`config.mk`:
```
export PLATFORM = sky130hd
export DESIGN_NAME = flash_cfg_host_flat
export DESIGN_NICKNAME = d
export VERILOG_FILES = /design/src/shared/flash_cfg_pkg.sv /design/src/shared/flash_link_if.sv /design/src/logic/flash_cfg_host.sv /design/src/flat_wrapper.sv
export VERILOG_INCLUDE_DIRS = /design/src /design/src/shared
export SDC_FILE = /design/constraint.sdc
export NUM_CORES = 1
export LEC_CHECK = 0
export BUFFER_PORTS_ARGS = -buffer_cell sky130_fd_sc_hd__buf_2
export CAP_MARGIN = 0
export CORE_MARGIN = 2
export CORE_UTILIZATION = 65
export DETAILED_ROUTE_END_ITERATION = 7
export GPL_ROUTABILITY_DRIVEN = 0
export PLACE_DENSITY = 0.84
export RECOVER_POWER = 100
export SYNTH_ARGS = -nofsm -noshare
export SYNTH_HDL_FRONTEND = slang
export SYNTH_SLANG_ARGS = --single-unit
export TNS_END_PERCENT = 50
```
`constraint.sdc`:
```
create_clock -name i_clk -period 4.3 [get_ports i_clk]
set_input_delay 0.86 -clock i_clk [delete_from_list [all_inputs] [get_ports i_clk]]
set_output_delay 0.86 -clock i_clk [all_outputs]
set_load 0.02 [all_outputs]
```
`src/shared/flash_cfg_regs.svh`:
```
/*
 * Constants for the serial flash configuration link: command codes,
 * configuration register fields and reset values, host register offsets
 * and link timing counts.
 * Assumes inclusion by bare name from both ends and the testbench.
 */
`ifndef FLASH_CFG_REGS_SVH
`define FLASH_CFG_REGS_SVH

// ****************************************
// Command codes
// ****************************************
`define OP_READ_CFG 8'h85
`define OP_WRITE_CFG 8'h81
`define OP_FAST_READ 8'h0B
`define OP_TUNE 8'h9A

// ****************************************
// Volatile configuration register layout
// ****************************************
`define CFG_DUMMY_MSB 7
`define CFG_DUMMY_LSB 4
`define CFG_XIP_BIT 3
`define CFG_RSVD_BIT 2
`define CFG_WRAP_MSB 1
`define CFG_WRAP_LSB 0
`define CFG_RESET 8'hFB
`define CFG_WRITE_MASK 8'hFB
`define DUMMY_CODE_ALT 4'h0
`define DUMMY_CODE_DEF 4'hF
`define DUMMY_DEFAULT 5'h08
`define WRAP_16 2'h0
`define WRAP_32 2'h1
`define WRAP_64 2'h2
`define WRAP_CONT 2'h3
`define NV_DUMMY_RESET 4'hF
`define NV_XIP_N_RESET 1'h1
`define NV_WRAP_RESET 2'h3
`define TUNE_PATTERN 8'h3C

// ****************************************
// Host register offsets
// ****************************************
`define HREG_CTRL 8'h00
`define HREG_ADDR 8'h04
`define HREG_LEN 8'h08
`define HREG_DUMMY 8'h0C
`define HREG_STATUS 8'h10
`define HREG_RXDATA 8'h14

// ****************************************
// Timing
// ****************************************
`define CLK_MHZ 250
`define SCLK_MAX_STR_MHZ 133
`define SCLK_MAX_DTR_MHZ 90
`define HOST_HALF_DEFAULT 8
`define HOST_HALF_MIN 8

`endif

```
`src/shared/flash_cfg_pkg.sv`:
```
/*
 * Types shared by the flash device end and the host controller end.
 * Assumes flash_cfg_regs.svh is on the include path.
 */
package flash_cfg_pkg;
	typedef enum logic [2:0] {
		D_OPC = 3'h0,
		D_ADDR = 3'h1,
		D_DUMMY = 3'h2,
		D_WDATA = 3'h3,
		D_OUT = 3'h4,
		D_IGNORE = 3'h5
	} dev_state_t;
	typedef enum logic [1:0] {
		SRC_CFG = 2'h0,
		SRC_MEM = 2'h1,
		SRC_TUNE = 2'h2
	} out_src_t;
	typedef enum logic [2:0] {
		H_IDLE = 3'h0,
		H_TX = 3'h1,
		H_DUMMY = 3'h2,
		H_RX = 3'h3,
		H_END = 3'h4
	} host_state_t;
	typedef enum logic [1:0] {
		HOP_READ_CFG = 2'h0,
		HOP_WRITE_CFG = 2'h1,
		HOP_FAST_READ = 2'h2,
		HOP_TUNE = 2'h3
	} host_op_t;
endpackage

```
`src/shared/flash_link_if.sv`:
```
/*
 * Serial link between the host controller and the flash device.
 * Assumes the host drives clock, select and command data, the device
 * drives read data; the clock idles low and select idles high.
 */
interface flash_link_if;
	logic sck;
	logic cs_n;
	logic mosi;
	logic miso;
	modport device (input sck, input cs_n, input mosi, output miso);
	modport host (output sck, output cs_n, output mosi, input miso);
endinterface

```
`src/logic/flash_cfg_host.sv`:
```
/*
 * Host end: receive FIFO and the controller that issues configuration,
 * fast read and tuning commands on the serial link.
 * Assumes software reaches it through the plain register port and
 * programs a dummy count that matches the device setting.
 */
`include "flash_cfg_regs.svh"
module flash_rx_fifo #(
	parameter int W = 8,
	parameter int D = 16
) (
	// Clock and reset
	input wire logic i_clk,
	input wire logic i_resetn,
	// Write side
	input wire logic i_in_valid,
	input wire logic [W-1:0] i_in_data,
	output logic o_in_ready,
	// Read side
	output logic o_out_valid,
	output logic [W-1:0] o_out_data,
	input wire logic i_out_ready
);
	localparam int AW = $clog2(D);
	// The pointers wrap by overflow, so the depth must be a power of two.
	if (D < 2 || (1 << AW) != D) begin : g_bad_depth
		$error("FIFO depth must be a power of two");
	end
	logic [W-1:0] mem [D];
	logic [AW-1:0] wp;
	logic [AW-1:0] rp;
	logic [AW:0] cnt;
	logic push;
	logic pop;

	assign o_in_ready = cnt != (AW + 1)'(D);
	assign o_out_valid = cnt != '0;
	assign o_out_data = mem[rp];
	assign push = i_in_valid & o_in_ready;
	assign pop = i_out_ready & o_out_valid;

	always_ff @(posedge i_clk) begin
		if (push) begin
			mem[wp] <= i_in_data;
		end
	end
	always_ff @(posedge i_clk or negedge i_resetn) begin
		if (!i_resetn) begin
			wp <= '0;
			rp <= '0;
			cnt <= '0;
		end else begin
			wp <= wp + AW'(push);
			rp <= rp + AW'(pop);
			cnt <= cnt + (AW + 1)'(push) - (AW + 1)'(pop);
		end
	end
endmodule

module flash_cfg_host
	import flash_cfg_pkg::*;
#(
	parameter int HALF = `HOST_HALF_DEFAULT
) (
	// Clock and reset
	input wire logic i_clk,
	input wire logic i_resetn,
	// Register port
	input wire logic [7:0] i_addr,
	input wire logic [31:0] i_wdata,
	input wire logic i_we,
	input wire logic i_re,
	output logic [31:0] o_rdata,
	// Serial link
	flash_link_if.host link
);
	// sampling, single rate and double rate clock limits
	// Holding the double rate limit too keeps the divider safe for either rate.
	if (HALF < `HOST_HALF_MIN || `CLK_MHZ > 2 * HALF * `SCLK_MAX_STR_MHZ ||
		`CLK_MHZ > 2 * HALF * `SCLK_MAX_DTR_MHZ) begin : g_bad_half
		$error("HALF too small for sampling or clock limit");
	end

	typedef struct packed {
		host_state_t st;
		host_op_t op;
		logic [7:0] div;
		logic sck;
		logic cs_n;
		logic mosi;
		logic [31:0] txsh;
		logic [5:0] nbits;
		logic [15:0] bytes;
		logic [7:0] rxsh;
		logic [2:0] rxcnt;
		logic push_v;
		logic [23:0] addr;
		logic [15:0] len;
		logic [3:0] dummy;
		logic keep;
		logic xip_armed;
		logic [1:0] miso_s;
		logic [31:0] rdata;
	} host_reg_t;

	host_reg_t r;
	host_reg_t n;
	logic in_ready;
	logic out_valid;
	logic [7:0] out_data;
	logic pop;
	logic stall;
	logic tick;

	flash_rx_fifo #(.W(8), .D(16)) u_fifo (
		.i_clk(i_clk),
		.i_resetn(i_resetn),
		.i_in_valid(r.push_v),
		.i_in_data(r.rxsh),
		.o_in_ready(in_ready),
		.o_out_valid(out_valid),
		.o_out_data(out_data),
		.i_out_ready(pop)
	);

	assign pop = i_re && i_addr == `HREG_RXDATA && out_valid;
	// A full FIFO holds the link clock still until software drains it.
	assign stall = r.push_v & ~in_ready;
	assign tick = r.div == 8'(HALF - 1);

	always_comb begin
		n = r;
		n.miso_s = {r.miso_s[0], link.miso};
		n.push_v = r.push_v & ~in_ready;
		n.rdata = 32'h00000000;
		if (i_re) begin
			case (i_addr)
				`HREG_ADDR: n.rdata = {8'h00, r.addr};
				`HREG_LEN: n.rdata = {16'h0000, r.len};
				`HREG_DUMMY: n.rdata = {28'h0000000, r.dummy};
				`HREG_STATUS: n.rdata = {29'h00000000, r.xip_armed, out_valid, r.st != H_IDLE};
				`HREG_RXDATA: n.rdata = {24'h000000, out_valid ? out_data : 8'h00};
				default: n.rdata = 32'h00000000;
			endcase
		end
		if (i_we) begin
			case (i_addr)
				`HREG_ADDR: n.addr = i_wdata[23:0];
				`HREG_LEN: n.len = i_wdata[15:0];
				`HREG_DUMMY: n.dummy = i_wdata[3:0];
				`HREG_CTRL: begin
					if (r.st == H_IDLE) begin
						n.op = host_op_t'(i_wdata[1:0]);
						n.keep = i_wdata[16];
						n.st = H_TX;
						n.cs_n = 1'b0;
						n.div = 8'h00;
						n.rxcnt = 3'h0;
						n.bytes = r.len;
						case (host_op_t'(i_wdata[1:0]))
							HOP_READ_CFG: begin
								n.txsh = {`OP_READ_CFG, 24'h000000};
								n.nbits = 6'd8;
								n.bytes = 16'h0001;
							end
							HOP_WRITE_CFG: begin
								n.txsh = {`OP_WRITE_CFG, i_wdata[15:8], 16'h0000};
								n.nbits = 6'd16;
							end
							HOP_FAST_READ: begin
								n.txsh = r.xip_armed ? {r.addr, 8'h00} : {`OP_FAST_READ, r.addr};
								n.nbits = r.xip_armed ? 6'd24 : 6'd32;
							end
							default: begin
								n.txsh = {`OP_TUNE, 24'h000000};
								n.nbits = 6'd8;
							end
						endcase
						n.mosi = n.txsh[31];
						n.txsh = {n.txsh[30:0], 1'b0};
					end
				end
				default: begin
					n.keep = r.keep;
				end
			endcase
		end
		if (r.st != H_IDLE && !stall) begin
			n.div = tick ? 8'h00 : r.div + 8'h01;
			if (tick && r.st == H_END) begin
				n.st = H_IDLE;
			end else if (tick && !r.sck) begin
				n.sck = 1'b1;
				if (r.st == H_RX) begin
					n.rxsh = {r.rxsh[6:0], r.miso_s[1]};
					n.rxcnt = r.rxcnt + 3'h1;
					if (r.rxcnt == 3'h7) begin
						n.push_v = 1'b1;
						n.bytes = r.bytes - 16'h0001;
					end
				end
			end else if (tick) begin
				n.sck = 1'b0;
				n.nbits = r.nbits - 6'd1;
				n.mosi = 1'b0;
				case (r.st)
					H_TX: begin
						if (r.nbits != 6'd1) begin
							n.mosi = r.txsh[31];
							n.txsh = {r.txsh[30:0], 1'b0};
						end else if (r.op == HOP_FAST_READ && r.dummy != 4'h0) begin
							n.st = H_DUMMY;
							n.nbits = {2'b00, r.dummy};
							n.mosi = ~r.keep;
							n.xip_armed = r.keep;
						end else if (r.op == HOP_WRITE_CFG || r.bytes == 16'h0000) begin
							n.st = H_END;
							n.cs_n = 1'b1;
						end else begin
							n.st = H_RX;
						end
					end
					H_DUMMY: begin
						if (r.nbits == 6'd1) begin
							n.st = r.bytes == 16'h0000 ? H_END : H_RX;
							n.cs_n = r.bytes == 16'h0000;
						end
					end
					default: begin
						if (r.bytes == 16'h0000) begin
							n.st = H_END;
							n.cs_n = 1'b1;
						end
					end
				endcase
			end
		end
	end

	always_ff @(posedge i_clk or negedge i_resetn) begin
		if (!i_resetn) begin
			r <= '0;
			r.st <= H_IDLE;
			r.op <= HOP_READ_CFG;
			r.cs_n <= 1'b1;
		end else begin
			r <= n;
		end
	end

	assign o_rdata = r.rdata;
	assign link.sck = r.sck;
	assign link.cs_n = r.cs_n;
	assign link.mosi = r.mosi;
endmodule

```
`src/flat_wrapper.sv`:
```
// flat-port wrapper written by rule: the top's interface ports become plain ports
module flash_cfg_host_flat import flash_cfg_pkg::*;
#(
	parameter int HALF = `HOST_HALF_DEFAULT
)
  (i_clk, i_resetn, i_addr, i_wdata, i_we, i_re, o_rdata, link_sck, link_cs_n, link_mosi, link_miso);
  flash_link_if link_i ();
  input wire logic i_clk;
  input wire logic i_resetn;
  input wire logic [7:0] i_addr;
  input wire logic [31:0] i_wdata;
  input wire logic i_we;
  input wire logic i_re;
  output logic [31:0] o_rdata;
  output wire logic [$bits(link_i.sck)-1:0] link_sck;
  output wire logic [$bits(link_i.cs_n)-1:0] link_cs_n;
  output wire logic [$bits(link_i.mosi)-1:0] link_mosi;
  input wire logic [$bits(link_i.miso)-1:0] link_miso;
  assign link_sck = link_i.sck;
  assign link_cs_n = link_i.cs_n;
  assign link_mosi = link_i.mosi;
  assign link_i.miso = link_miso;
  flash_cfg_host #(.HALF(HALF)) u_core (.i_clk(i_clk), .i_resetn(i_resetn), .i_addr(i_addr), .i_wdata(i_wdata), .i_we(i_we), .i_re(i_re), .o_rdata(o_rdata), .link(link_i));
endmodule
```
==> flow_metrics.env <==
export IMPL_postLayoutCoreUtil_pct=72.1
export IMPL_hpwlAfterDp_um=19400
export IMPL_setup_viol_count_final=0
export IMPL_initial_utilization_pct=66.2
export IMPL_met2_usage_pct=44.7
export IMPL_grtUsageMet3_pct=4.72
export IMPL_hold_depth=0
export IMPL_cts_root_buf="clkbuf_16"
export IMPL_reg2reg_depth=5
export IMPL_dieArea_sq_um=21800
export IMPL_met1_usage_pct=41.9
export IMPL_min_path_type="flop to flop"
export IMPL_yosysTopAreaCellShare_pct=31.0
export IMPL_p_per_area_nw_per_um2=400
export IMPL_reg2reg_from="u_core.r[160]"
export IMPL_fin_cells=1369
export IMPL_startpoint_type="primary input"
export IMPL_num_io_pins=80
export IMPL_crit_required_ps=4750
export IMPL_peakVddDrop_mv=0.356
export IMPL_area_growth_pct=8.95
export IMPL_final_antenna_net_count=0
export IMPL_antenna_cells=0
export IMPL_final_layout_size_suffix_gt1_share_pct=18.0
export IMPL_finalSetupTns_ps=0
export IMPL_synthDistinctLibCells=76
export IMPL_ys_flop_type="dfrtp_1"
export IMPL_finalPower_mw=5.84
export IMPL_dieWidth_um=148
export IMPL_drv_cap=2
export IMPL_grt_max_degree=91
export IMPL_yosysMostFrequentCell="dfrtp_1"
export IMPL_synthArstFlopShare_pct=56.6
export IMPL_gr_total_overflow=0
export IMPL_synth_cells=1047
export IMPL_status="finished with violations"
export IMPL_tightest_slew_ps=2310
export IMPL_ctsHoldBuffers=0
export IMPL_path_cells="buf_2 > or4_1 > clkbuf_1 > or4_1 > o21ai_2 > a21oi_1 > a311oi_1"
export IMPL_row_count=52
export IMPL_min_delay_worst_endpoint="u_core.r[33]"
export IMPL_cts_buffers=29
export IMPL_cts_buffer_depth=3
export IMPL_r2r_end="u_core.r[106]"
export IMPL_die_h_um=148
export IMPL_grt_total_usage_pct=28.6
export IMPL_synth_area_leaders="dfrtp_1, edfxtp_1, mux4_2"
export IMPL_synth_edf_count=128
export IMPL_crit_path_frequent_cell="or4_1"
export IMPL_layout_setup_ws_ps=540
export IMPL_path_clk_slew_ps=60
export IMPL_rsz0062_at_grt="no"
export IMPL_routed_via_count=8992
export IMPL_place_inst=1315
export IMPL_slowest_stage="or4_1"
export IMPL_first_pass_iters=5
export IMPL_relSlewSlack_pct=-53.7
export IMPL_wire_per_inst_um=22.4
export IMPL_final_period_utilization_pct=87.5
export IMPL_arrival_ps=4210
export IMPL_period_needed_ps=3760
export IMPL_htreeDepth=1
export IMPL_slowest_delay_ps=1470
export IMPL_vias_per_cell=6.57
export IMPL_fill_cells=1313
export IMPL_busiest_layer="met2"
export IMPL_grt_pass1_wl_um=48400
export IMPL_totalWireLength_um=30700
export IMPL_grt_antenna_before_repair=0
export IMPL_yosysSeqAreaShare_pct=59.9
export IMPL_initialDrtViolationCount=1027
export IMPL_grt_pass1_vias=8604
export IMPL_violations="max-capacitance violations, max-slew violations"
export IMPL_synth_seq_cells=295
export IMPL_synth_top_area_cell="dfrtp_1"
export IMPL_finalClockSkew_ps=13.7
export IMPL_path_class="primary input to flop"
export IMPL_clkSinkCount=295
export IMPL_io_buffer_count=63
export IMPL_finalMaxSlewViolations=155
export IMPL_cts_setup_buffers=0
export IMPL_drc=0
export IMPL_crit_fanout=63
export IMPL_yosys_warnings=0
export IMPL_clock_latency_ps=560
export IMPL_r2r_setup_slack_ps=740
export IMPL_coreArea_sq_um=20200
export IMPL_cts_tree="done"
export IMPL_syn_area_per_cell_sq_um=12.8
export IMPL_post_place_ws_ps=285
export IMPL_synth_commonest_cells="dfrtp_1, edfxtp_1, a21oi_1, nand2_1, nor2_1"
export IMPL_cts_resized=0
export IMPL_hold_path_startpoint="u_core.n[33]"
export IMPL_fmax_mhz=266
export IMPL_synth_cell_area_sq_um=13400
export IMPL_nets=1138
export IMPL_leakagePower_nw=5.24
export IMPL_end_kind="flop"
export IMPL_hold_viol_final=0
## flip-flops by register name, indices dropped and copies added (netlist names), 4 cells and up
name	flops
u_core.u_fifo.mem	128
u_core.r	126
u_core.u_fifo.rp	4
u_core.o_rdata	24
u_core.u_fifo.wp	4
u_core.u_fifo.cnt	5
## worst max path at each step
| stage | startpoint | cells past startpoint | end | slack, ps |
|---|---|---|---|---|
| after floorplan | i_addr[5] | 15 | u_core.u_fifo.cnt[4] | 810 |
| after global placement | i_addr[5] | 15 | u_core.u_fifo.cnt[4] | 500 |
| after detailed placement | i_addr[5] | 15 | u_core.u_fifo.cnt[4] | 280 |
| final | i_addr[5] | 7 | u_core.r[94] | 540 |
| after CTS | i_addr[5] | 15 | u_core.u_fifo.cnt[4] | 770 |
| after global routing | i_addr[5] | 7 | u_core.r[102] | 350 |
## where the power goes
group	leakage (nW)	internal [mW]	switching, mW	total [mW]
clock	0.455	1.48	1.10	2.57
sequential	2.92	2.96	0.0536	3.02
combinational	1.87	0.109	0.141	0.250
## final cells by class
class	count	area [sq um]	area share [%]
clock buffer	39	783	5.37
sequential	295	8030	55.0
timing repair buffer	84	400	2.74
tap	270	338	2.31
inverter	18	67.6	0.463
multi-input combinational	648	4790	32.8
clock inverter	15	191	1.31
## layer usage
metal	vias up	share of wire, %
met4	0	3.1
met2	501	46
li1	3931	-
met3	79	9.3
met5	-	0
met1	4481	41
## metrics by stage
stage	hold WS (ps)	cell area, sq um
floorplan	331	13400
global placement	337	13700
detailed placement	336	13700
CTS	351	14700
global route	361	14600
finish	348	14600
## critical path: cells and delay by family
kind            cells  cell delay, ps
buf+inv             2             330
compound gates      3             940
simple gates        2            2060
## cells by family (layout without fill, tap and decap cells)
family          count (synthesis)  after routing  share of synthesized area (%)
simple gates                  277            277                           10.7
buf+inv                       111            156                           4.28
flops                         295            295                           59.9
xor+xnor                       14             14                          0.915
fa+ha+maj                      17             17                           1.64
compound gates                215            215                           10.3
mux                           117            117                           12.3
other cells                     1              8                         0.0280
## layout by cell type, fill, tap and decap left out, drive strengths merged, types with 26 or more instances in the layout
master and n:
a21oi 68, buf 45, clkbuf 78, dfrtp 166
edfxtp 128, mux2 59, mux2i 26, mux4 32
nand2 69, nor2 66, nor3 27, o21ai 41
Note: power is estimated with default switching activity, not from simulation.
